==> config.mk <==
export PLATFORM = sky130hd
export DESIGN_NAME = dvrc_volume_ramp
export DESIGN_NICKNAME = d
export VERILOG_FILES = /design/src/dvrc_pkg.sv /design/src/dvrc_volume_ramp.sv
export SDC_FILE = /design/constraint.sdc
export NUM_CORES = 1
export LEC_CHECK = 0
export BUFFER_PORTS_ARGS = -buffer_cell sky130_fd_sc_hd__buf_4
export CORE_MARGIN = 5
export CORE_UTILIZATION = 25
export CTS_CLUSTER_DIAMETER = 200
export DETAILED_ROUTE_END_ITERATION = 7
export SLEW_MARGIN = 15
export SYNTH_ARGS = -nofsm -noshare
export SYNTH_HDL_FRONTEND = slang
export SYNTH_SLANG_ARGS = --single-unit
==> constraint.sdc <==
create_clock -name clk -period 6.1 [get_ports clk]
set_clock_uncertainty 0.1 [all_clocks]
set_input_delay 1.22 -clock clk [delete_from_list [all_inputs] [get_ports clk]]
set_output_delay 1.22 -clock clk [all_outputs]
set_load 0.05 [all_outputs]
==> src/dvrc_pkg.sv <==
// constants for the right-channel volume ramp controller
// assumes a host register port with address, write strobe and read data
package dvrc_pkg;
    localparam logic [7:0] ADDR_RIGHT_VOLUME     = 8'h3e;
    localparam logic [7:0] ADDR_NORMAL_RAMP      = 8'h3f;
    localparam logic [7:0] ADDR_EMERGENCY_RAMP   = 8'h40;
    localparam logic [7:0] RIGHT_VOLUME_RESET    = 8'h30;
    localparam logic [7:0] NORMAL_RAMP_RESET     = 8'h11;
    localparam logic [7:0] EMERGENCY_RAMP_RESET  = 8'h10;
    localparam logic [7:0] UNITY_CODE            = 8'h30;
    localparam logic [7:0] MUTE_CODE             = 8'hff;
    localparam logic [1:0] LINK_FOLLOW_LEFT      = 2'h1;
    localparam logic [1:0] RATE_INSTANT          = 2'h3;
    localparam int         NDOWN_RATE_POS        = 6;
    localparam int         NDOWN_STEP_POS        = 4;
    localparam int         NUP_RATE_POS          = 2;
    localparam int         NUP_STEP_POS          = 0;
    localparam int         EDOWN_RATE_POS        = 6;
    localparam int         EDOWN_STEP_POS        = 4;
    typedef enum logic [1:0] {
        DVRC_IDLE = 2'b00,
        DVRC_DOWN = 2'b01,
        DVRC_EDOWN = 2'b10,
        DVRC_UP = 2'b11
    } dvrc_state_t;
endpackage : dvrc_pkg

==> src/dvrc_volume_ramp.sv <==
// right-channel digital volume ramp controller
// holds the right volume code and the two ramp control registers, and
// steps the applied volume code toward its target, one step per update
// assumes clk is the device clock; sample_tick pulses once per sample period
// assumes register inputs, mute requests and link inputs are synchronous to clk
// a larger code means less gain; code ff is full mute
`timescale 1ns/1ps
`default_nettype none
module dvrc_volume_ramp (
    input  wire logic       clk,
    input  wire logic       rst_n,
    input  wire logic [7:0] reg_addr,
    input  wire logic       reg_write,
    input  wire logic [7:0] reg_wdata,
    output logic      [7:0] reg_rdata,
    input  wire logic       sample_tick,
    input  wire logic       soft_mute_pin_n,
    input  wire logic       soft_mute_reg,
    input  wire logic       clock_error,
    input  wire logic       power_loss,
    input  wire logic [1:0] volume_link_mode,
    input  wire logic [7:0] left_volume_code,
    output logic      [7:0] applied_volume,
    output logic            ramp_busy
);
    logic [7:0] right_volume_code;
    logic [7:0] normal_ramp_control;
    logic [7:0] emergency_ramp_control;
    logic [1:0] tick_count;
    dvrc_pkg::dvrc_state_t state;
    dvrc_pkg::dvrc_state_t next_state;

    // step sizes in half-dB code units
    // 00 is 4 dB, 01 is 2 dB, 10 is 1 dB, 11 is 0.5 dB
    // shared by the down, up and emergency step fields
    function automatic logic [7:0] step_units(input logic [1:0] sel);
        case (sel)
            2'h0: step_units = 8'h08;
            2'h1: step_units = 8'h04;
            2'h2: step_units = 8'h02;
            default: step_units = 8'h01;
        endcase
    endfunction : step_units

    // update interval in sample periods minus one
    // 00 every period, 01 every second, 10 every fourth
    // 11 is the instant jump and never waits on the counter
    function automatic logic [1:0] rate_last(input logic [1:0] sel);
        case (sel)
            2'h0: rate_last = 2'h0;
            2'h1: rate_last = 2'h1;
            default: rate_last = 2'h3;
        endcase
    endfunction : rate_last

    // field selection
    wire [1:0] normal_down_rate    = normal_ramp_control[dvrc_pkg::NDOWN_RATE_POS +: 2];
    wire [1:0] normal_down_step    = normal_ramp_control[dvrc_pkg::NDOWN_STEP_POS +: 2];
    wire [1:0] normal_up_rate      = normal_ramp_control[dvrc_pkg::NUP_RATE_POS +: 2];
    wire [1:0] normal_up_step      = normal_ramp_control[dvrc_pkg::NUP_STEP_POS +: 2];
    wire [1:0] emergency_down_rate = emergency_ramp_control[dvrc_pkg::EDOWN_RATE_POS +: 2];
    wire [1:0] emergency_down_step = emergency_ramp_control[dvrc_pkg::EDOWN_STEP_POS +: 2];

    // mute requests and effective target
    // emergency wins over soft mute so a failing clock or supply
    // always gets the emergency settings, which reset to the same rate and step as the normal down settings
    wire emergency = clock_error | power_loss;
    wire soft_mute = ~soft_mute_pin_n | soft_mute_reg;
    wire [7:0] gain_code = (volume_link_mode == dvrc_pkg::LINK_FOLLOW_LEFT)
                         ? left_volume_code : right_volume_code;
    // larger code is less gain; ff is mute so ramp there ends at mute
    wire [7:0] target = (emergency | soft_mute) ? dvrc_pkg::MUTE_CODE : gain_code;

    // ramp direction and active settings
    // a larger code is quieter, so ramping down means counting up;
    // the mode is picked from where the target lies right now, so a
    // target moved mid-ramp turns the ramp around in one cycle
    wire going_down = target > applied_volume;
    wire going_up   = target < applied_volume;
    always_comb begin
        if (emergency && going_down)
            next_state = dvrc_pkg::DVRC_EDOWN;
        else if (going_down)
            next_state = dvrc_pkg::DVRC_DOWN;
        else if (going_up)
            next_state = dvrc_pkg::DVRC_UP;
        else
            next_state = dvrc_pkg::DVRC_IDLE;
    end

    // rate and step fields of the mode that is about to run
    // idle selects harmless values; nothing is applied then
    logic [1:0] sel_rate;
    logic [1:0] sel_step;
    always_comb begin
        case (next_state)
            dvrc_pkg::DVRC_EDOWN: begin
                sel_rate = emergency_down_rate;
                sel_step = emergency_down_step;
            end
            dvrc_pkg::DVRC_DOWN: begin
                sel_rate = normal_down_rate;
                sel_step = normal_down_step;
            end
            dvrc_pkg::DVRC_UP: begin
                sel_rate = normal_up_rate;
                sel_step = normal_up_step;
            end
            default: begin
                sel_rate = 2'h0;
                sel_step = 2'h0;
            end
        endcase
    end

    // one step toward target, clamped so it never overshoots
    // the clamp also keeps the sum from wrapping past ff
    // a change of mode gives no update in that cycle unless the rate is instant, so the new
    // interval always starts from a cleared counter
    wire       fresh    = next_state != state;
    wire [7:0] step     = step_units(sel_step);
    wire [7:0] distance = going_down ? (target - applied_volume) : (applied_volume - target);
    wire       clamp    = step >= distance;
    wire [7:0] stepped  = going_down ? (applied_volume + step) : (applied_volume - step);
    wire       instant  = sel_rate == dvrc_pkg::RATE_INSTANT;
    wire       update   = sample_tick && !fresh && (tick_count >= rate_last(sel_rate));
    wire [7:0] next_applied = (instant || clamp) ? target : stepped;

    // register reads, unmapped offsets read zero
    // combinational, so data follows the address in the same cycle
    always_comb begin
        case (reg_addr)
            dvrc_pkg::ADDR_RIGHT_VOLUME:   reg_rdata = right_volume_code;
            dvrc_pkg::ADDR_NORMAL_RAMP:    reg_rdata = normal_ramp_control;
            dvrc_pkg::ADDR_EMERGENCY_RAMP: reg_rdata = emergency_ramp_control;
            default:                       reg_rdata = 8'h00;
        endcase
    end

    // write strobes, one per mapped offset; other offsets are ignored
    wire write_volume    = reg_write && (reg_addr == dvrc_pkg::ADDR_RIGHT_VOLUME);
    wire write_normal    = reg_write && (reg_addr == dvrc_pkg::ADDR_NORMAL_RAMP);
    wire write_emergency = reg_write && (reg_addr == dvrc_pkg::ADDR_EMERGENCY_RAMP);

    // right volume code register
    always_ff @(posedge clk or negedge rst_n) begin
        if (!rst_n)
            right_volume_code <= dvrc_pkg::RIGHT_VOLUME_RESET;
        else if (write_volume)
            right_volume_code <= reg_wdata;
    end

    // soft mute and unmute ramp settings
    always_ff @(posedge clk or negedge rst_n) begin
        if (!rst_n)
            normal_ramp_control <= dvrc_pkg::NORMAL_RAMP_RESET;
        else if (write_normal)
            normal_ramp_control <= reg_wdata;
    end

    // emergency ramp settings; low nibble is stored but unused
    always_ff @(posedge clk or negedge rst_n) begin
        if (!rst_n)
            emergency_ramp_control <= dvrc_pkg::EMERGENCY_RAMP_RESET;
        else if (write_emergency)
            emergency_ramp_control <= reg_wdata;
    end

    // ramp mode register
    always_ff @(posedge clk or negedge rst_n) begin
        if (!rst_n)
            state <= dvrc_pkg::DVRC_IDLE;
        else
            state <= next_state;
    end

    // interval counter, restarted on any change of ramp mode
    always_ff @(posedge clk or negedge rst_n) begin
        if (!rst_n)
            tick_count <= 2'h0;
        else if (next_state == dvrc_pkg::DVRC_IDLE || fresh)
            tick_count <= 2'h0;
        else if (instant || update)
            tick_count <= 2'h0;
        else if (sample_tick)
            tick_count <= tick_count + 2'h1;
    end

    // applied code: one clamped step per update, or a jump when instant
    always_ff @(posedge clk or negedge rst_n) begin
        if (!rst_n)
            applied_volume <= dvrc_pkg::UNITY_CODE;
        else if (next_state != dvrc_pkg::DVRC_IDLE && (instant || update))
            applied_volume <= next_applied;
    end

    // busy follows the registered mode, so it lags the request by a cycle
    // and drops in the cycle after the target is reached
    assign ramp_busy = state != dvrc_pkg::DVRC_IDLE;

    // limitations: the left channel, auto mute and analog mute delay
    // live elsewhere; left_volume_code is taken as already synchronous;
    // a mute request shorter than one update interval may leave the
    // applied code part way down before the ramp turns back up
endmodule : dvrc_volume_ramp
`default_nettype wire

Word-level counts from Yosys, hierarchy flattened
Cells that the tools add are included.
{ "word_totals": {"regBits": 36, "inputBits": 34, "out_inout_bits": 17, "word_cells": 64} }
{ "classes": {"addsub": 5, "order_cmp": 4, "eq_ne": 12, "muxes": 16, "bitwise_logic": 4, "reduce_logical": 17} }
{ "ops": {"columns": ["cell", "count"], "rows": [
  ["8-bit two-way mux", 5],
  ["8-bit case mux with 3 select lines", 1],
  ["8-bit subtractor", 3],
  ["8-bit by 6-bit == test with 1-bit output (second input constant)", 2],
  ["2-bit two-way mux", 6],
  ["2-bit case mux with 3 select lines", 2],
  ["4-bit case mux with 3 select lines", 1],
  ["8-bit adder", 1],
  ["2-bit by 1-bit == test with 1-bit output (second input constant)", 4],
  ["2-bit == test (second input constant)", 4],
  ["8-bit by 7-bit == test with 1-bit output (second input constant)", 1],
  ["8-bit greater-or-equal comparator", 1],
  ["8-bit greater-than comparator", 1],
  ["8-bit < comparator", 1],
  ["1-bit logical AND", 7],
  ["2-bit zero test", 3],
  ["2-bit case mux with 2 select lines", 1],
  ["2-bit nonzero test", 2],
  ["1-bit logical OR", 3],
  ["1-bit bitwise OR", 3],
  ["3-bit nonzero test", 1],
  ["2-bit by 1-bit adder with 2-bit output (second input constant)", 1],
  ["2-bit greater-or-equal comparator", 1],
  ["2-bit inequality test", 1],
  ["other kinds (2)", 2]
]} }

Logic depth before layout (Yosys ltp)
{ "depth": {"word_depth": 17, "mapped_depth": 24, "mapped_depth_nobuf": 22} }

Worst setup path after synthesis
No wires, ideal clock.
{ "synth_path": {"kind": "input-to-reg", "start": "input volume_link_mode[0]", "end": "register applied_volume[6]", "setup_time_ns": 0.069, "arrival_ns": 5.597, "required_time_ns": 5.931, "path_slack_ns": 0.334, "path_stages": 24, "n_path_buf": 3, "cell_sequence": "nor2b_1 > clkbuf_1 > nor2b_1 > a211oi_1 > inv_1 > ha_1 > and3_1 > o21ai_2 > a31oi_4 > nand2_2 > buf_4 > o21ai_0 > and2_1 > inv_1 > ha_1 > nand2b_1 > a21oi_1 > o21ai_0 > nand3_1 > a211oi_1 > o221ai_2 > buf_6 > a211o_1 > nand3_1"} }
{ "synth_via": {"elab_chain_len": 15} }
{ "synth_lines": {"columns": ["item", "line_no", "source"], "rows": [
  ["from (decl)", "dvrc_volume_ramp.sv:21", "input wire logic [1:0] volume_link_mode,"],
  ["2-bit by 1-bit == test with 1-bit output *", "dvrc_volume_ramp.sv:69", "wire [7:0] gain_code = (volume_link_mode == dvrc_pkg::LINK_FOLLOW_LEFT)"],
  ["8-bit two-way mux *", "dvrc_volume_ramp.sv:70", "? left_volume_code : right_volume_code;"],
  ["8-bit two-way mux *", "dvrc_volume_ramp.sv:72", "wire [7:0] target = (emergency | soft_mute) ? dvrc_pkg::MUTE_CODE : gain_code;"],
  ["parallel branches: the longest is 12 deep, another holds 8-bit < comparator", null, null],
  ["to (signal assigned)", "dvrc_volume_ramp.sv:192", "applied_volume <= dvrc_pkg::UNITY_CODE;"],
  ["to (signal assigned)", "dvrc_volume_ramp.sv:194", "applied_volume <= next_applied;"],
  ["to (decl)", "dvrc_volume_ramp.sv:23", "output logic [7:0] applied_volume,"]
]} }
Mark *: on every way between the ends.
A chain may end at the register's enable or synchronous reset.

Worst setup path after layout
{ "layout_path": {"start": "input power_loss", "end": "register applied_volume[0]"} }
{ "layout_via": {"elab_chain_len": 15} }
{ "layout_lines": {"columns": ["item", "line_no", "source"], "rows": [
  ["from (decl)", "dvrc_volume_ramp.sv:20", "input wire logic power_loss,"],
  ["1-bit bitwise OR *", "dvrc_volume_ramp.sv:67", "wire emergency = clock_error | power_loss;"],
  ["parallel branches: the longest is 14 deep, another holds 8-bit < comparator", null, null]
]} }
Marked as above.

==> results_dict.tcl <==
set metrics [dict create \
    outcome "finished, final reports clean" \
    syn_area_per_cell_um2 9.009 \
    placed_area_um2 3969 \
    worstPathRequired_ps 6180 \
    fin_crit_sh 0.9193 \
    syn_area_um2 3288 \
    grtUsageMet3 0.01887 \
    max-clock-path-buffers 2 \
    clock_latency_ps 280 \
    fin_ws_ps 492.3 \
    synth_edf_count 0 \
    synth_flop_cell "dfrtp_1" \
    synth_xor_area_frac 0.02397 \
    timing.fmax_mhz 178.3 \
    hold_path_class "reg2reg" \
    synth_cells 365 \
    grt_overflow 0 \
    grt_pass1_wl_mm 15.54 \
    path_max_fanout 13 \
    worstMarginPinSlew_ps 867.4 \
    synth_mux_area_frac 0.1358 \
    area_growth_pct 26.03 \
    cp_top_family "compound AO/OA/AOI/OAI gates" \
    final_cell_mix "73 x buf_4, 33 x nand2_1, 29 x dfrtp_1, 28 x ha_1, 27 x o21ai_0" \
    ys_seq_area_frac 0.2766 \
    max-cap-violations 0 \
    seqCellArea_um2 909.6 \
    slew_violations 0 \
    synth_area_leaders "dfrtp_1 22%, ha_1 11%, mux2_2 8.6%" \
    cp_num_buf_inv 3 \
    rows 42 \
    clock-sinks 36 \
    synth_compound_area_frac 0.1891 \
    tns_ps 0 \
    dieArea_um2 15550 \
    die_height_um 124.7 \
    start_util 0.2513 \
    routabilityCongestion 0.8844 \
    numCtsBuffers 5 \
    worst_setup_hold_path_clk_slew_ps 60 \
    top_usage_layer "met2" \
    ios 51 \
    multi_input_area_um2 2216 \
    fin_util 0.3167 \
    synth-simple-area-share 0.1967 \
    fp.dieW_um 124.7 \
    path_cells "buf_4, nor2_1, nand3b_1, buf_4, a211oi_1, ha_1, fa_1, nor2b_1, o21ai_2, a31o_4, nand2_1, o21ai_0, and2_1, inv_1, ha_1, nand2b_1, a21oi_1, o21ai_0, nand3_1, a211oi_1, o221ai_2, a211o_1, o311ai_2" \
    setup_viol 0 \
    max_stage_delay_ps 400 \
    critPathLaunchType "input pin" \
    drt_pass1_iterations 4 \
    max-slew-margin-rel 0.4199 \
    cts_max_level 2 \
    dpl_worst_slack_ps 75.01 \
    drc 0 \
    arrival_ps 5690 \
    synth_top_family_by_area "simple AND/OR/NAND/NOR gates" \
    drt_wl_total_mm 9.129 \
    numPortBuffers 50 \
    cp-end-kind "register" \
    rsz0062_at_grt "no" \
    yosysTopAreaCell "dfrtp_1" \
    post_synth_num_cell_types 58 \
    cts-root-buf "clkbuf_16" \
    ir_drop_mv 0.1696 \
    wl_per_cell_um 14.99 \
    met2_usage 0.2004 \
    viasPerCell 4.800 \
    num_antenna_cells 0 \
    drive_gt1_frac 0.2956 \
    ctsHoldBuffers 0 \
    grt_util_all_layers 0.1176 \
    grt_max_degree 37 \
    ys_warn_count 0 \
    synth_top_area_frac 0.2207 \
    async_reset_ff_frac 1.000 \
    num_vias 2923 \
    antenna_found_initial 0 \
    worst-setup-path-type "in2reg" \
    synth-seq-cells 36 \
    p_leak_nw 1.866 \
    coreArea_um2 13090 \
    synth_nets 430 \
    cts_tree "built" \
    final_nets 497 \
    fin_crit_ps 5608 \
    grt_pass1_vias 3170 \
    slowest_stage "a211o_1" \
    synth_fa_ha_area_frac 0.1248 \
    drtAntennaViolNets 0 \
    drt_iter0_drc 96 \
    final_common_cell "buf_4" \
    fillers 1372 \
    post-dp-hpwl_mm 7.292 \
    whs_ps 405.8 \
    hold_viol_final 0 \
    design_area_um2 4144 \
    met1_usage 0.1592 \
    power_density_nw_per_um2 389.8 \
]
[power breakdown]
group	switching, mW	leakage, nW	internal (mW)
combinational	0.579	1.33	0.430
sequential	0.0468	0.457	0.283
clock	0.101	0.0772	0.174
[path summary, 6_finish.rpt]
path | start | to | cells past startpoint | slack [ps]
worst max-delay path | power_loss | applied_volume[0] | 23 | 490
worst min-delay path | emergency_ramp_control[1] | emergency_ramp_control[1] | 1 | 410
worst max register to register | right_volume_code[0] | applied_volume[0] | 20 | 1420
worst min register to register | emergency_ramp_control[1] | emergency_ramp_control[1] | 1 | 410
max in group asynchronous | rst_n | right_volume_code[5] | 1 | 4730
min in group asynchronous | rst_n | emergency_ramp_control[7] | 1 | 810
[state kept, by name (all words and copies together), names as in the netlist]
signal	flops
applied_volume	8
emergency_ramp_control	8
normal_ramp_control	8
right_volume_code	8
state	2
tick_count	2
[metal layers]
layer,part of all wire,wire (um),up-vias
li1,-,-,1464
met1,0.48,4375,1387
met2,0.47,4274,64
met3,0.043,392,8
met4,0.0095,87,0
met5,0,0,-
[cells by family (layout without fill, tap and decap cells)]
group / after synthesis / count (layout)
AND/OR/NAND/NOR: 122 / 122
AO/OA/AOI/OAI: 88 / 88
multiplexers: 41 / 41
buffers and inverters: 38 / 106
flip-flops: 36 / 36
adder cells (fa/ha/maj): 31 / 31
XOR/XNOR: 9 / 9
[per-stage QoR]
stage               total power, mW  cells
floorplan                     1.095    365
global placement              1.332    600
detailed placement            1.345    600
CTS                           1.633    608
global route                  1.764    609
finish                        1.615    609
[cells in the mapped netlist, types with 6 or more instances]
library cell and count:
inv_1 25, a21oi_1 16, o21ai_0 27, a211oi_1 10
nand2_1 33, dfstp_2 7, nor2_1 13, mux2_2 25
dfrtp_1 29, nand3_1 18, ha_1 28, a211o_1 7
nor3_1 9, xnor2_1 6, mux2i_1 15, nor2b_1 13
[worst reg2reg max path, stage by stage, from the launching register on]
cell and delay (ps):
dfrtp_1 390, nor2b_1 140, a211oi_1 390, ha_1 270, fa_1 210, nor2b_1 80, o21ai_2 270, a31o_4 320
nand2_1 110, o21ai_0 130, and2_1 220, inv_1 50, ha_1 250, nand2b_1 90, a21oi_1 60, o21ai_0 320
nand3_1 130, a211oi_1 270, o221ai_2 300, a211o_1 400, o311ai_2 70
[layout make-up]
class	instances	area share
Inverter	25	0.02264
Clock buffer	8	0.03774
Tap cell	176	0.05314
Multi-Input combinational cell	291	0.5347
Sequential cell	36	0.2195
Timing Repair Buffer	73	0.1322
[what timing repair did]
item,in CTS,in global routing
buffers inserted,0,1
resized for setup,0,3
setup endpoints to repair,0,8
(Power assumes the default switching activity.)
